## src/ifx_pkg.sv

```systemverilog
package ifx_pkg;
  localparam logic [7:0] IFX_OFS_CTRL0  = 8'h24;
  localparam logic [7:0] IFX_OFS_CTRL1  = 8'h28;
  localparam logic [7:0] IFX_OFS_DATA   = 8'h2C;
  localparam logic [7:0] IFX_OFS_SADDR  = 8'h50;
  localparam logic [7:0] IFX_OFS_STAT   = 8'h54;
  localparam int         IFX_DEPTH      = 8;
  localparam logic [3:0] IFX_FULL       = 4'h8;
  localparam logic [3:0] IFX_BITS       = 4'h8;
  localparam logic [2:0] IFX_LAST_BIT   = 3'h7;
  localparam int         IFX_CNT_LSB    = 8;
  localparam int         IFX_B_PRELD    = 0;
  localparam int         IFX_B_FLUSH    = 7;
  localparam int         IFX_B_LAST     = 1;
  localparam int         IFX_B_RDY      = 0;
  localparam int         IFX_B_LOCK     = 0;
  localparam logic [7:0] IFX_EMPTY_RD   = 8'hFF;
  localparam logic [6:0] IFX_GCALL      = 7'h00;
  localparam logic [6:0] IFX_RST_SADDR  = 7'h2A;
  localparam logic       IFX_RST_RDY    = 1'b1;
  localparam logic [1:0] IFX_PH_IDLE    = 2'h0;
  localparam logic [1:0] IFX_PH_WAIT    = 2'h1;
  localparam logic [1:0] IFX_PH_DONE    = 2'h2;

  typedef enum logic [3:0] {
    ST_IDLE, ST_ADDR, ST_AACK, ST_RX, ST_RACK, ST_TLOAD, ST_TX, ST_TACK, ST_WAIT
  } ifx_state_e;

  typedef struct packed {
    logic [7:0] ofs;
    logic       wr;
  } ifx_req_s;
endpackage
```

## src/ifx_i2c_txctl.sv

```systemverilog
// Operation
// TX FIFO byte count readable, bits 11:8
// Empty FIFO, last clear: stretch SCL low
// Empty FIFO, last set: release SCL, end
// STOP or repeated START clears last bit
// Enabling preload mode clears ready bit
// Ready clear: NACK matching slave address
// Software sets ready after preloading FIFO
// Preload off forces ready bit high
// Data read pops oldest RX byte
// Data write appends byte to TX FIFO
// Empty RX read returns FF, no change
// Write to full TX FIFO discarded
// Match without preload flushes, locks FIFO
// TX count tracks pushes, pops, flushes
module ifx_i2c_txctl
  import ifx_pkg::*;
(
  input  wire logic        hclk,
  input  wire logic        hresetn,
  input  wire logic        hsel,
  input  wire logic [31:0] haddr,
  input  wire logic [1:0]  htrans,
  input  wire logic        hwrite,
  input  wire logic [2:0]  hsize,
  input  wire logic [31:0] hwdata,
  input  wire logic        hready,
  output logic             hreadyout,
  output logic [31:0]      hrdata,
  output logic             hresp,
  input  wire logic        scl_i,
  output logic             scl_o,
  output logic             scl_oe,
  input  wire logic        sda_i,
  output logic             sda_o,
  output logic             sda_oe
);
  logic [1:0]  ph_reg, ph_next;
  ifx_req_s    req_reg, req_next;
  logic [31:0] hrdata_reg, hrdata_next, rd_val;
  logic        preld_reg, preld_next, last_reg, last_next;
  logic        rdy_reg, rdy_next, lock_reg, lock_next;
  logic [6:0]  saddr_reg, saddr_next;
  logic        wr_en, rd_en, wr_data, rd_data, sw_last, lock_set;
  logic [7:0]  tx_mem [IFX_DEPTH];
  logic [7:0]  rx_mem [IFX_DEPTH];
  logic [2:0]  tx_wr_reg, tx_wr_next, tx_rd_reg, tx_rd_next;
  logic [2:0]  rx_wr_reg, rx_wr_next, rx_rd_reg, rx_rd_next;
  logic [3:0]  tx_cnt_reg, tx_cnt_next, rx_cnt_reg, rx_cnt_next;
  logic        tx_push, tx_pop, tx_flush, rxf_push, rxf_pop;
  logic [7:0]  rb_d0_reg, rb_d0_next, rb_d1_reg, rb_d1_next;
  logic [1:0]  rb_cnt_reg, rb_cnt_next;
  logic        rb_push, rb_rdy, rb_vld;
  logic        scl_s1, scl_s2, scl_d, sda_s1, sda_s2, sda_d;
  logic        rise, fall, start, stop, addr_hit, match;
  ifx_state_e  st_reg, st_next;
  logic [3:0]  bit_reg, bit_next;
  logic [7:0]  sh_reg, sh_next;
  logic        rw_reg, rw_next, sda_oe_reg, sda_oe_next, scl_oe_reg, scl_oe_next;

  assign hreadyout = (ph_reg != IFX_PH_WAIT);
  assign hrdata    = hrdata_reg;
  assign hresp     = 1'b0;
  assign scl_o     = 1'b0;
  assign sda_o     = 1'b0;
  assign scl_oe    = scl_oe_reg;
  assign sda_oe    = sda_oe_reg;

  assign wr_en   = (ph_reg == IFX_PH_WAIT) && req_reg.wr;
  assign rd_en   = (ph_reg == IFX_PH_WAIT) && !req_reg.wr;
  assign wr_data = wr_en && (req_reg.ofs == IFX_OFS_DATA);
  assign rd_data = rd_en && (req_reg.ofs == IFX_OFS_DATA);
  assign sw_last = wr_en && (req_reg.ofs == IFX_OFS_CTRL1) && hwdata[IFX_B_LAST];

  // Bus phase and register file
  always_comb begin
    ph_next     = IFX_PH_IDLE;
    req_next    = req_reg;
    hrdata_next = hrdata_reg;
    preld_next  = preld_reg;
    last_next   = last_reg;
    rdy_next    = rdy_reg;
    lock_next   = lock_reg;
    saddr_next  = saddr_reg;
    rd_val      = 32'h0;
    if (hsel && htrans[1] && hready) begin
      ph_next  = IFX_PH_WAIT;
      req_next = '{ofs: haddr[7:0], wr: hwrite};
    end else if (ph_reg == IFX_PH_WAIT) begin
      ph_next = IFX_PH_DONE;
    end
    case (req_reg.ofs)
      IFX_OFS_CTRL0: rd_val[IFX_B_PRELD] = preld_reg;
      IFX_OFS_CTRL1: begin
        // count field read
        rd_val[IFX_CNT_LSB+:4] = tx_cnt_reg;
        rd_val[IFX_B_LAST]     = last_reg;
        rd_val[IFX_B_RDY]      = rdy_reg;
      end
      // oldest byte out
      // empty reads FF
      IFX_OFS_DATA:  rd_val[7:0] = (rx_cnt_reg != 4'h0) ? rx_mem[rx_rd_reg] : IFX_EMPTY_RD;
      IFX_OFS_SADDR: rd_val[6:0] = saddr_reg;
      IFX_OFS_STAT: begin
        rd_val[IFX_CNT_LSB+:4] = rx_cnt_reg;
        rd_val[IFX_B_LOCK]     = lock_reg;
      end
      default: rd_val = 32'h0;
    endcase
    if (rd_en) begin
      hrdata_next = rd_val;
    end
    if (wr_en && req_reg.ofs == IFX_OFS_CTRL0) begin
      preld_next = hwdata[IFX_B_PRELD];
      // preload enable clears ready
      if (hwdata[IFX_B_PRELD] && !preld_reg) begin
        rdy_next = 1'b0;
      end
    end
    if (wr_en && req_reg.ofs == IFX_OFS_CTRL1 && hwdata[IFX_B_RDY]) begin
      rdy_next = 1'b1;
    end
    // ready forced without preload
    if (!preld_next) begin
      rdy_next = 1'b1;
    end
    // bus conditions clear last
    if (start || stop || lock_set) begin
      last_next = 1'b0;
    end
    if (sw_last) begin
      last_next = 1'b1;
    end
    if (wr_en && req_reg.ofs == IFX_OFS_SADDR) begin
      saddr_next = hwdata[6:0];
    end
    if (wr_en && req_reg.ofs == IFX_OFS_STAT && hwdata[IFX_B_LOCK]) begin
      lock_next = 1'b0;
    end
    if (lock_set) begin
      lock_next = 1'b1;
    end
  end

  always_ff @(posedge hclk or negedge hresetn) begin
    if (!hresetn) begin
      ph_reg     <= IFX_PH_IDLE;
      req_reg    <= '0;
      hrdata_reg <= 32'h0;
      preld_reg  <= 1'b0;
      last_reg   <= 1'b0;
      rdy_reg    <= IFX_RST_RDY;
      lock_reg   <= 1'b0;
      saddr_reg  <= IFX_RST_SADDR;
    end else begin
      ph_reg     <= ph_next;
      req_reg    <= req_next;
      hrdata_reg <= hrdata_next;
      preld_reg  <= preld_next;
      last_reg   <= last_next;
      rdy_reg    <= rdy_next;
      lock_reg   <= lock_next;
      saddr_reg  <= saddr_next;
    end
  end

  // FIFOs and receive staging buffer
  assign rb_rdy   = (rb_cnt_reg != 2'h2);
  assign rb_vld   = (rb_cnt_reg != 2'h0);
  assign rxf_push = rb_vld && (rx_cnt_reg != IFX_FULL);
  assign rxf_pop  = rd_data && (rx_cnt_reg != 4'h0);
  assign lock_set = match && !preld_reg;
  // flush and lock on match
  assign tx_flush = lock_set || (wr_en && req_reg.ofs == IFX_OFS_CTRL0 && hwdata[IFX_B_FLUSH]);
  // append written byte
  // full or locked drops write
  assign tx_push  = wr_data && (tx_cnt_reg != IFX_FULL) && !lock_reg;

  always_comb begin
    tx_wr_next  = tx_push ? tx_wr_reg + 3'h1 : tx_wr_reg;
    tx_rd_next  = tx_pop ? tx_rd_reg + 3'h1 : tx_rd_reg;
    // count follows traffic
    tx_cnt_next = tx_cnt_reg + {3'h0, tx_push} - {3'h0, tx_pop};
    if (tx_flush) begin
      tx_rd_next  = tx_wr_reg;
      tx_wr_next  = tx_wr_reg;
      tx_cnt_next = 4'h0;
    end
    rx_wr_next  = rxf_push ? rx_wr_reg + 3'h1 : rx_wr_reg;
    rx_rd_next  = rxf_pop ? rx_rd_reg + 3'h1 : rx_rd_reg;
    rx_cnt_next = rx_cnt_reg + {3'h0, rxf_push} - {3'h0, rxf_pop};
    rb_d0_next  = rb_d0_reg;
    rb_d1_next  = rb_d1_reg;
    rb_cnt_next = rb_cnt_reg + {1'b0, rb_push} - {1'b0, rxf_push};
    if (rxf_push) begin
      rb_d0_next = rb_d1_reg;
    end
    if (rb_push) begin
      if (rb_cnt_next == 2'h1) begin
        rb_d0_next = sh_reg;
      end else begin
        rb_d1_next = sh_reg;
      end
    end
  end

  always_ff @(posedge hclk or negedge hresetn) begin
    if (!hresetn) begin
      tx_wr_reg  <= 3'h0;
      tx_rd_reg  <= 3'h0;
      tx_cnt_reg <= 4'h0;
      rx_wr_reg  <= 3'h0;
      rx_rd_reg  <= 3'h0;
      rx_cnt_reg <= 4'h0;
      rb_d0_reg  <= 8'h0;
      rb_d1_reg  <= 8'h0;
      rb_cnt_reg <= 2'h0;
    end else begin
      tx_wr_reg  <= tx_wr_next;
      tx_rd_reg  <= tx_rd_next;
      tx_cnt_reg <= tx_cnt_next;
      rx_wr_reg  <= rx_wr_next;
      rx_rd_reg  <= rx_rd_next;
      rx_cnt_reg <= rx_cnt_next;
      rb_d0_reg  <= rb_d0_next;
      rb_d1_reg  <= rb_d1_next;
      rb_cnt_reg <= rb_cnt_next;
    end
  end

  always_ff @(posedge hclk) begin
    if (tx_push) begin
      tx_mem[tx_wr_reg] <= hwdata[7:0];
    end
    if (rxf_push) begin
      rx_mem[rx_wr_reg] <= rb_d0_reg;
    end
  end

  // Pin synchronisers
  always_ff @(posedge hclk or negedge hresetn) begin
    if (!hresetn) begin
      {scl_s1, scl_s2, scl_d} <= 3'h7;
      {sda_s1, sda_s2, sda_d} <= 3'h7;
    end else begin
      {scl_s1, scl_s2, scl_d} <= {scl_i, scl_s1, scl_s2};
      {sda_s1, sda_s2, sda_d} <= {sda_i, sda_s1, sda_s2};
    end
  end

  assign rise     = scl_s2 && !scl_d;
  assign fall     = !scl_s2 && scl_d;
  assign start    = scl_s2 && scl_d && sda_d && !sda_s2;
  assign stop     = scl_s2 && scl_d && !sda_d && sda_s2;
  assign addr_hit = (sh_reg[7:1] == saddr_reg) || (sh_reg[7:1] == IFX_GCALL && !sh_reg[0]);

  // Slave engine
  always_comb begin
    st_next  = st_reg;
    bit_next = bit_reg;
    sh_next  = sh_reg;
    rw_next  = rw_reg;
    match    = 1'b0;
    tx_pop   = 1'b0;
    rb_push  = 1'b0;
    if (start) begin
      st_next  = ST_ADDR;
      bit_next = 4'h0;
    end else if (stop) begin
      st_next = ST_IDLE;
    end else begin
      case (st_reg)
        ST_ADDR, ST_RX: begin
          if (rise) begin
            sh_next  = {sh_reg[6:0], sda_s2};
            bit_next = bit_reg + 4'h1;
          end else if (fall && bit_reg == IFX_BITS) begin
            bit_next = 4'h0;
            st_next  = ST_WAIT;
            if (st_reg == ST_ADDR) begin
              rw_next = sh_reg[0];
              match   = addr_hit;
              // NACK until ready
              // ready set by software
              if (addr_hit && rdy_reg) begin
                st_next = ST_AACK;
              end
            end else if (rb_rdy) begin
              rb_push = 1'b1;
              st_next = ST_RACK;
            end
          end
        end
        ST_AACK: if (fall) begin
          st_next = rw_reg ? ST_TLOAD : ST_RX;
        end
        ST_RACK: if (fall) begin
          st_next = ST_RX;
        end
        ST_TLOAD: begin
          if (tx_cnt_reg != 4'h0) begin
            tx_pop  = 1'b1;
            sh_next = tx_mem[tx_rd_reg];
            st_next = ST_TX;
          end else if (last_reg) begin
            // end instead of stretching
            st_next = ST_WAIT;
          end
        end
        ST_TX: if (fall) begin
          sh_next  = {sh_reg[6:0], 1'b1};
          bit_next = bit_reg + 4'h1;
          if (bit_reg[2:0] == IFX_LAST_BIT) begin
            bit_next = 4'h0;
            st_next  = ST_TACK;
          end
        end
        ST_TACK: begin
          if (rise && sda_s2) begin
            st_next = ST_WAIT;
          end else if (fall) begin
            st_next = ST_TLOAD;
          end
        end
        default: st_next = st_reg;
      endcase
    end
    sda_oe_next = (st_next == ST_AACK) || (st_next == ST_RACK) ||
                  (st_next == ST_TX && !sh_next[7]);
    // stretch while FIFO empty
    scl_oe_next = (st_next == ST_TLOAD) && (tx_cnt_reg == 4'h0) && !last_reg;
  end

  always_ff @(posedge hclk or negedge hresetn) begin
    if (!hresetn) begin
      st_reg     <= ST_IDLE;
      bit_reg    <= 4'h0;
      sh_reg     <= 8'h0;
      rw_reg     <= 1'b0;
      sda_oe_reg <= 1'b0;
      scl_oe_reg <= 1'b0;
    end else begin
      st_reg     <= st_next;
      bit_reg    <= bit_next;
      sh_reg     <= sh_next;
      rw_reg     <= rw_next;
      sda_oe_reg <= sda_oe_next;
      scl_oe_reg <= scl_oe_next;
    end
  end
endmodule

```

## config.mk

```make
export PLATFORM = sky130hd
export DESIGN_NAME = ifx_i2c_txctl
export DESIGN_NICKNAME = d
export VERILOG_FILES = /design/src/ifx_pkg.sv /design/src/ifx_i2c_txctl.sv
export SDC_FILE = /design/constraint.sdc
export NUM_CORES = 1
export LEC_CHECK = 0
export ABC_AREA = 1
export BUFFER_PORTS_ARGS = -buffer_cell sky130_fd_sc_hd__buf_2
export CORE_ASPECT_RATIO = 1.5
export CORE_UTILIZATION = 45
export CTS_CLUSTER_DIAMETER = 100
export CTS_CLUSTER_SIZE = 20
export DETAILED_ROUTE_END_ITERATION = 16
export PLACE_DENSITY = 0.73
export RECOVER_POWER = 50
export REMOVE_ABC_BUFFERS = 1
export SETUP_SLACK_MARGIN = 0.5
export SLEW_MARGIN = 20
export SYNTH_ARGS = -nofsm -noshare
export SYNTH_HDL_FRONTEND = slang
export SYNTH_SLANG_ARGS = --single-unit
```

## constraint.sdc

```tcl
create_clock -name hclk -period 3.8 [get_ports hclk]
set_input_delay 0.76 -clock hclk [delete_from_list [all_inputs] [get_ports hclk]]
set_output_delay 0.76 -clock hclk [all_outputs]
set_load 0.01 [all_outputs]
```

# Word-level counts from Yosys, hierarchy flattened
# Memory sizes are Yosys's and may differ from the RTL's.
# Cells that the tools add are included.
# word_totals
register_bits,97
latch_bits,0
ram_bits,128
rom_bits,0
in_bits,76
output_inout_bits,38
n_memories,2
# classes
n_addsub,11
multipliers,0
div_mod_pow,0
n_lt_le_gt_ge,0
n_eq_ne,33
n_shift,0
mux,74
bitwise,5
n_reduce_logical,67
# mem_list
name,depth,word_bits,rd,rd_clocked_by_memory_dff,write_ports,line_no,rtl
rx_mem,8,8,1,0,1,ifx_i2c_txctl.sv:46,logic [7:0] rx_mem [IFX_DEPTH];
tx_mem,8,8,1,0,1,ifx_i2c_txctl.sv:45,logic [7:0] tx_mem [IFX_DEPTH];
# ops
operator,n
$mux W4,22
$mux W8,9
$logic_and A1 B1 Y1,34
$mux W1,31
$eq A4 B3 Y1 const B,7
$eq A8 B6 Y1 const B,3
$pmux W4 S6,1
$pmux W8 S3,1
$eq A8 B7 Y1 const B,2
$pmux W4 S2,2
$add A3 B1 Y3 const B,4
$eq A4 B2 Y1 const B,3
$ne A4 B4 Y1 const B,3
$reduce_and A6 Y1,2
$logic_not A1 Y1,10
$ne A2 B2 Y1 const B,5
$pmux W5 S2,1
$mux W3,3
$add A4 B1 Y4,2
$reduce_bool A2 Y1,4
$reduce_bool A4 Y1,2
$sub A4 B1 Y4,2
$eq A7 B7 Y1,1
$logic_not A7 Y1,1
other kinds (20),35

# Depth between registers and ports, before layout
# depth
ltp_word,14
mapped_depth,15
depth_no_buf,15

# Worst setup path before layout
# OpenSTA, ideal clock, no wires.
# synth_timing
path_kind,register to register
start,register scl_d
end,register rb_d1_reg[1]
setup_time_ps,131
arrival_time_ps,2269
t_required_ps,3669
path_slack_ps,1399
stages_incl_launch_ff,13
n_path_buf,1
period_less_slack_ps,2401
path_cell_list,dfstp_2 -> nand2_2 -> inv_2 -> nand3_2 -> inv_2 -> nand3_1 -> ha_1 -> inv_1 -> ha_1 -> xnor2_1 -> o2111ai_2 -> clkbuf_1 -> o21ai_0
# synth_between
elab_chain_cells,12
elab_cells_between_ends,19
# synth_lines
element,line_no,rtl
"start, declared",ifx_i2c_txctl.sv:54,"logic scl_s1, scl_s2, scl_d, sda_s1, sda_s2, sda_d;"
"start signal, assigned",ifx_i2c_txctl.sv:246,"{scl_s1, scl_s2, scl_d} <= {scl_i, scl_s1, scl_s2};"
$logic_and A1 B1 Y1,ifx_i2c_txctl.sv:252,assign fall = !scl_s2 && scl_d;
$logic_and A1 B1 Y1,ifx_i2c_txctl.sv:277,end else if (fall && bit_reg == IFX_BITS) begin
$mux W1,ifx_i2c_txctl.sv:277,
$mux W1,ifx_i2c_txctl.sv:274,if (rise) begin
$mux W1,ifx_i2c_txctl.sv:272,case (st_reg)
$mux W1,ifx_i2c_txctl.sv:269,end else if (stop) begin
$mux W1 (*),ifx_i2c_txctl.sv:266,if (start) begin
$add A2 B1 Y2 (*),ifx_i2c_txctl.sv:194,"rb_cnt_next = rb_cnt_reg + {1'b0, rb_push} - {1'b0, rxf_push};"
$sub A2 B1 Y2 (*),ifx_i2c_txctl.sv:194,
net rb_cnt_next[1],ifx_i2c_txctl.sv:52,"logic [1:0] rb_cnt_reg, rb_cnt_next;"
$eq A2 B1 Y1 (*),ifx_i2c_txctl.sv:199,if (rb_cnt_next == 2'h1) begin
$not A1 Y1 (no source line) (*),n/a,
$reduce_and A2 Y1 (no source line) (*),n/a,
"end signal, assigned",ifx_i2c_txctl.sv:226,rb_d1_reg <= rb_d1_next;
"end, declared",ifx_i2c_txctl.sv:51,"logic [7:0] rb_d0_reg, rb_d0_next, rb_d1_reg, rb_d1_next;"
# The timed path passes the listed nets; every way through them passes the cells marked *.
# A chain may end at the register's enable or synchronous reset.

# Worst setup path after layout
# layout_timing
start,register scl_d
end,register rb_d0_reg[3]
# layout_between
elab_chain_cells,12
elab_cells_between_ends,19
# layout_lines
element,line_no,rtl
$logic_and A1 B1 Y1,ifx_i2c_txctl.sv:252,
$logic_and A1 B1 Y1,ifx_i2c_txctl.sv:277,
$mux W1,ifx_i2c_txctl.sv:277,
$mux W1,ifx_i2c_txctl.sv:274,
$mux W1,ifx_i2c_txctl.sv:272,
$mux W1,ifx_i2c_txctl.sv:269,
$mux W1 (*),ifx_i2c_txctl.sv:266,
$add A2 B1 Y2 (*),ifx_i2c_txctl.sv:194,
$sub A2 B1 Y2 (*),ifx_i2c_txctl.sv:194,
net rb_cnt_next[1],ifx_i2c_txctl.sv:52,
$eq A2 B1 Y1 (*),ifx_i2c_txctl.sv:199,
$mux W8 (*),ifx_i2c_txctl.sv:199,
$mux W8 (*),ifx_i2c_txctl.sv:198,if (rb_push) begin
net rb_d0_next[3],ifx_i2c_txctl.sv:51,
"end signal, assigned",ifx_i2c_txctl.sv:225,rb_d0_reg <= rb_d0_next;
"end, declared",ifx_i2c_txctl.sv:51,
# Marked as above.

==> impl_metrics.env <==
export IMPL_grt_max_degree=50
export IMPL_slew_headroom=-0.7607
export IMPL_min_path_type="reg -> reg"
export IMPL_synthMuxAreaShare=0.002199
export IMPL_cp_max_fo=10
export IMPL_synth_fa_ha_area_frac=0.02956
export IMPL_synth_distinct_cells=55
export IMPL_ys_ff_latch=225
export IMPL_firstDrtPassIters=7
export IMPL_cp_top_family="simple AND/OR/NAND/NOR gates"
export IMPL_hold_violations=0
export IMPL_syn_area_um2=10240
export IMPL_clockBufferDepth=3
export IMPL_drv_slew=49
export IMPL_die_area_um2=23380
export IMPL_wl_per_cell_um=16.01
export IMPL_setup_viol=0
export IMPL_synthFlopType="edfxtp_1"
export IMPL_max_stage_delay_ns=0.57
export IMPL_synth_edf_count=128
export IMPL_yosysTopAreaCell="edfxtp_1"
export IMPL_via_per_inst=5.266
export IMPL_antenna_cells=0
export IMPL_synth_xor_area_frac=0.01112
export IMPL_core_um2=22300
export IMPL_antenna_found_initial=0
export IMPL_numPortBuffers=38
export IMPL_cts_sinks=225
export IMPL_arrival_ns=3.10
export IMPL_period_share=0.7304
export IMPL_yosys_top_cells_area="edfxtp_1 38%, dfrtp_1 21%, nand2_1 6.9%"
export IMPL_tns_ns=0
export IMPL_total_power_w=0.006075
export IMPL_yosys_warnings=0
export IMPL_ant_nets=0
export IMPL_path_class="reg -> reg"
export IMPL_power_density_nw_per_um2=546.9
export IMPL_gp_congestion=0.8848
export IMPL_stdcell_area_um2=11110
export IMPL_syn_avg_cell_area_um2=10.35
export IMPL_rsz0062_at_grt="false"
export IMPL_grt_pass1_wl_um=34790
export IMPL_drtIter0Drc=383
export IMPL_remaining_drc_errors=0
export IMPL_place_area_um2=10700
export IMPL_cts_made_buffers=15
export IMPL_insertion_delay_ns=0.47
export IMPL_worstMarginPinSlew_ns=2.641
export IMPL_initial_utilization=0.4594
export IMPL_cts_root_buf="clkbuf_16"
export IMPL_cp_start_kind="register"
export IMPL_cp_buffers_inverters=3
export IMPL_critPathRequiredTime_ns=4.13
export IMPL_grt_usage=0.1849
export IMPL_synthSimpleGateAreaFrac=0.1538
export IMPL_max_freq_mhz=360.3
export IMPL_fin_cells=1313
export IMPL_synth_compound_area_frac=0.1242
export IMPL_die_w_um=125.2
export IMPL_chipHeight_um=186.8
export IMPL_postCtsHoldBufs=0
export IMPL_ys_seq_area_frac=0.6134
export IMPL_cts_tree="done"
export IMPL_routed_wirelength_um=21030
export IMPL_violations="max-capacitance violations, max-slew violations"
export IMPL_status="finished with violations"
export IMPL_reg2reg_slack_ns=1.02
export IMPL_synth_top_area_share=0.3752
export IMPL_min_period_ns=2.776
export IMPL_postSynthCellCount=990
export IMPL_num_vias=6914
export IMPL_dp_cells=1288
export IMPL_final_common_cell="nand2_1"
export IMPL_rows=67
export IMPL_cap_violations=1
export IMPL_ir_worst_vdd_mv=0.3335
export IMPL_critPathCaptureType="register"
export IMPL_fin_nets=1128
export IMPL_htreeDepth=1
export IMPL_fin_skew_ns=0.02107
export IMPL_crit_chain="nand2_2 -> inv_2 -> nand3_2 -> inv_2 -> nand3_1 -> ha_1 -> inv_1 -> ha_1 -> xnor2_1 -> nor2_1 -> nand4_1 -> nor2_1 -> a31oi_1"
export IMPL_drive_above_1_share=0.1003
export IMPL_power_leakage_nw=4.678
export IMPL_synth_top_family_by_area="simple AND/OR/NAND/NOR gates"
export IMPL_cts_clk_slew_worst_paths_ns=0.09
export IMPL_slowest_stage="dfstp_2"
export IMPL_layout_common_cells="188 x nand2_1, 128 x edfxtp_1, 110 x nor2_1"
export IMPL_hpwl_um=15060
export IMPL_pin_count=114
export IMPL_syn_to_final_growth_pct=8.428
export IMPL_grt_pass1_vias=7027
export IMPL_post_cts_buffers=0
export IMPL_cts_resized=0
export IMPL_async_reset_ff_frac=0.4311
export IMPL_grt_overflow=0
-- cell type report --
| class | count | area (µm²) |
|---|---|---|
| Clock buffer | 24 | 409.1 |
| Timing Repair Buffer | 54 | 311.5 |
| Inverter | 98 | 367.9 |
| Sequential cell | 225 | 6284 |
| Fill cell | 2024 | 11190 |
| Multi-Input combinational cell | 635 | 3373 |
| Clock inverter | 1 | 16.27 |
| Tap cell | 276 | 345.3 |
-- cells in the mapped netlist (all sizes together) (2+ instances only) --
cell type and count:
nand2 196, edfxtp 128, nor2 116, inv 95, dfrtp 87, o21ai 71, a21oi 56, buf 29
nand3 27, clkbuf 25, ha 21, a31oi 16, nor3 14, o211ai 11, dfstp 10, nand4 9
a221o 8, a221oi 8, o22ai 8, xor2 8, a211oi 6, o21a 5, o221ai 5, o311ai 5
xnor2 5, or2 4, clkinv 3, fa 2, mux2 2, nor4 2
-- path summary, 6_finish.rpt --
kind,startpoint,end,depth (start not counted)
min in group asynchronous,hresetn,st_reg[0],1
min,sda_s1,sda_s2,0
min reg2reg,sda_s1,sda_s2,0
max,scl_d,rb_d0_reg[3],13
max in group asynchronous,hresetn,tx_cnt_reg[0],1
max reg2reg,scl_d,rb_d0_reg[3],13
-- cells by family after synthesis --
| logic type | count (synthesis) |
|---|---|
| DFF | 225 |
| adders and majority gates | 23 |
| xor gates and xnor gates | 13 |
| muxes | 2 |
| other | 1 |
| and+or+nand+nor | 369 |
| buffers and inverters | 152 |
| AOI/OAI and AO/OA | 205 |
-- power breakdown --
part	internal (W)	switching (W)	leakage, nW	total, W
Sequential	0.00293	0.000200	2.42	0.00313
Combinational	0.000475	0.000935	2.06	0.00141
Clock	0.000754	0.000784	0.203	0.00154
-- worst register-to-register path, stage by stage (launching register included) --
cell and delay, ns:
dfstp_2 0.57, nand2_2 0.12, inv_2 0.11, nand3_2 0.13
inv_2 0.15, nand3_1 0.10, ha_1 0.29, inv_1 0.04
ha_1 0.17, xnor2_1 0.17, nor2_1 0.14, nand4_1 0.37
nor2_1 0.23, a31oi_1 0.06
-- through the flow --
step	hold slack (ns)	util	worst slack (ns)
2_1_floorplan	0.3452	-	1.445
3_3_place_gp	0.3454	0.4796	1.102
3_5_place_dp	0.3473	0.4796	1.036
4_1_cts	0.3194	0.4987	1.008
5_1_grt	0.3647	0.4981	0.5340
6_report	0.3540	0.4981	1.024
-- per-layer routing --
| metal | up-vias | global-route usage | wire length [µm] |
|---|---|---|---|
| met5 | - | 0 | 0 |
| met4 | 0 | 0.06285 | 573 |
| met3 | 32 | 0.01835 | 550 |
| met2 | 116 | 0.3653 | 11700 |
| met1 | 3340 | 0.2021 | 8198 |
| li1 | 3426 | - | - |
No activity file was read; power rests on OpenSTA's default activity.
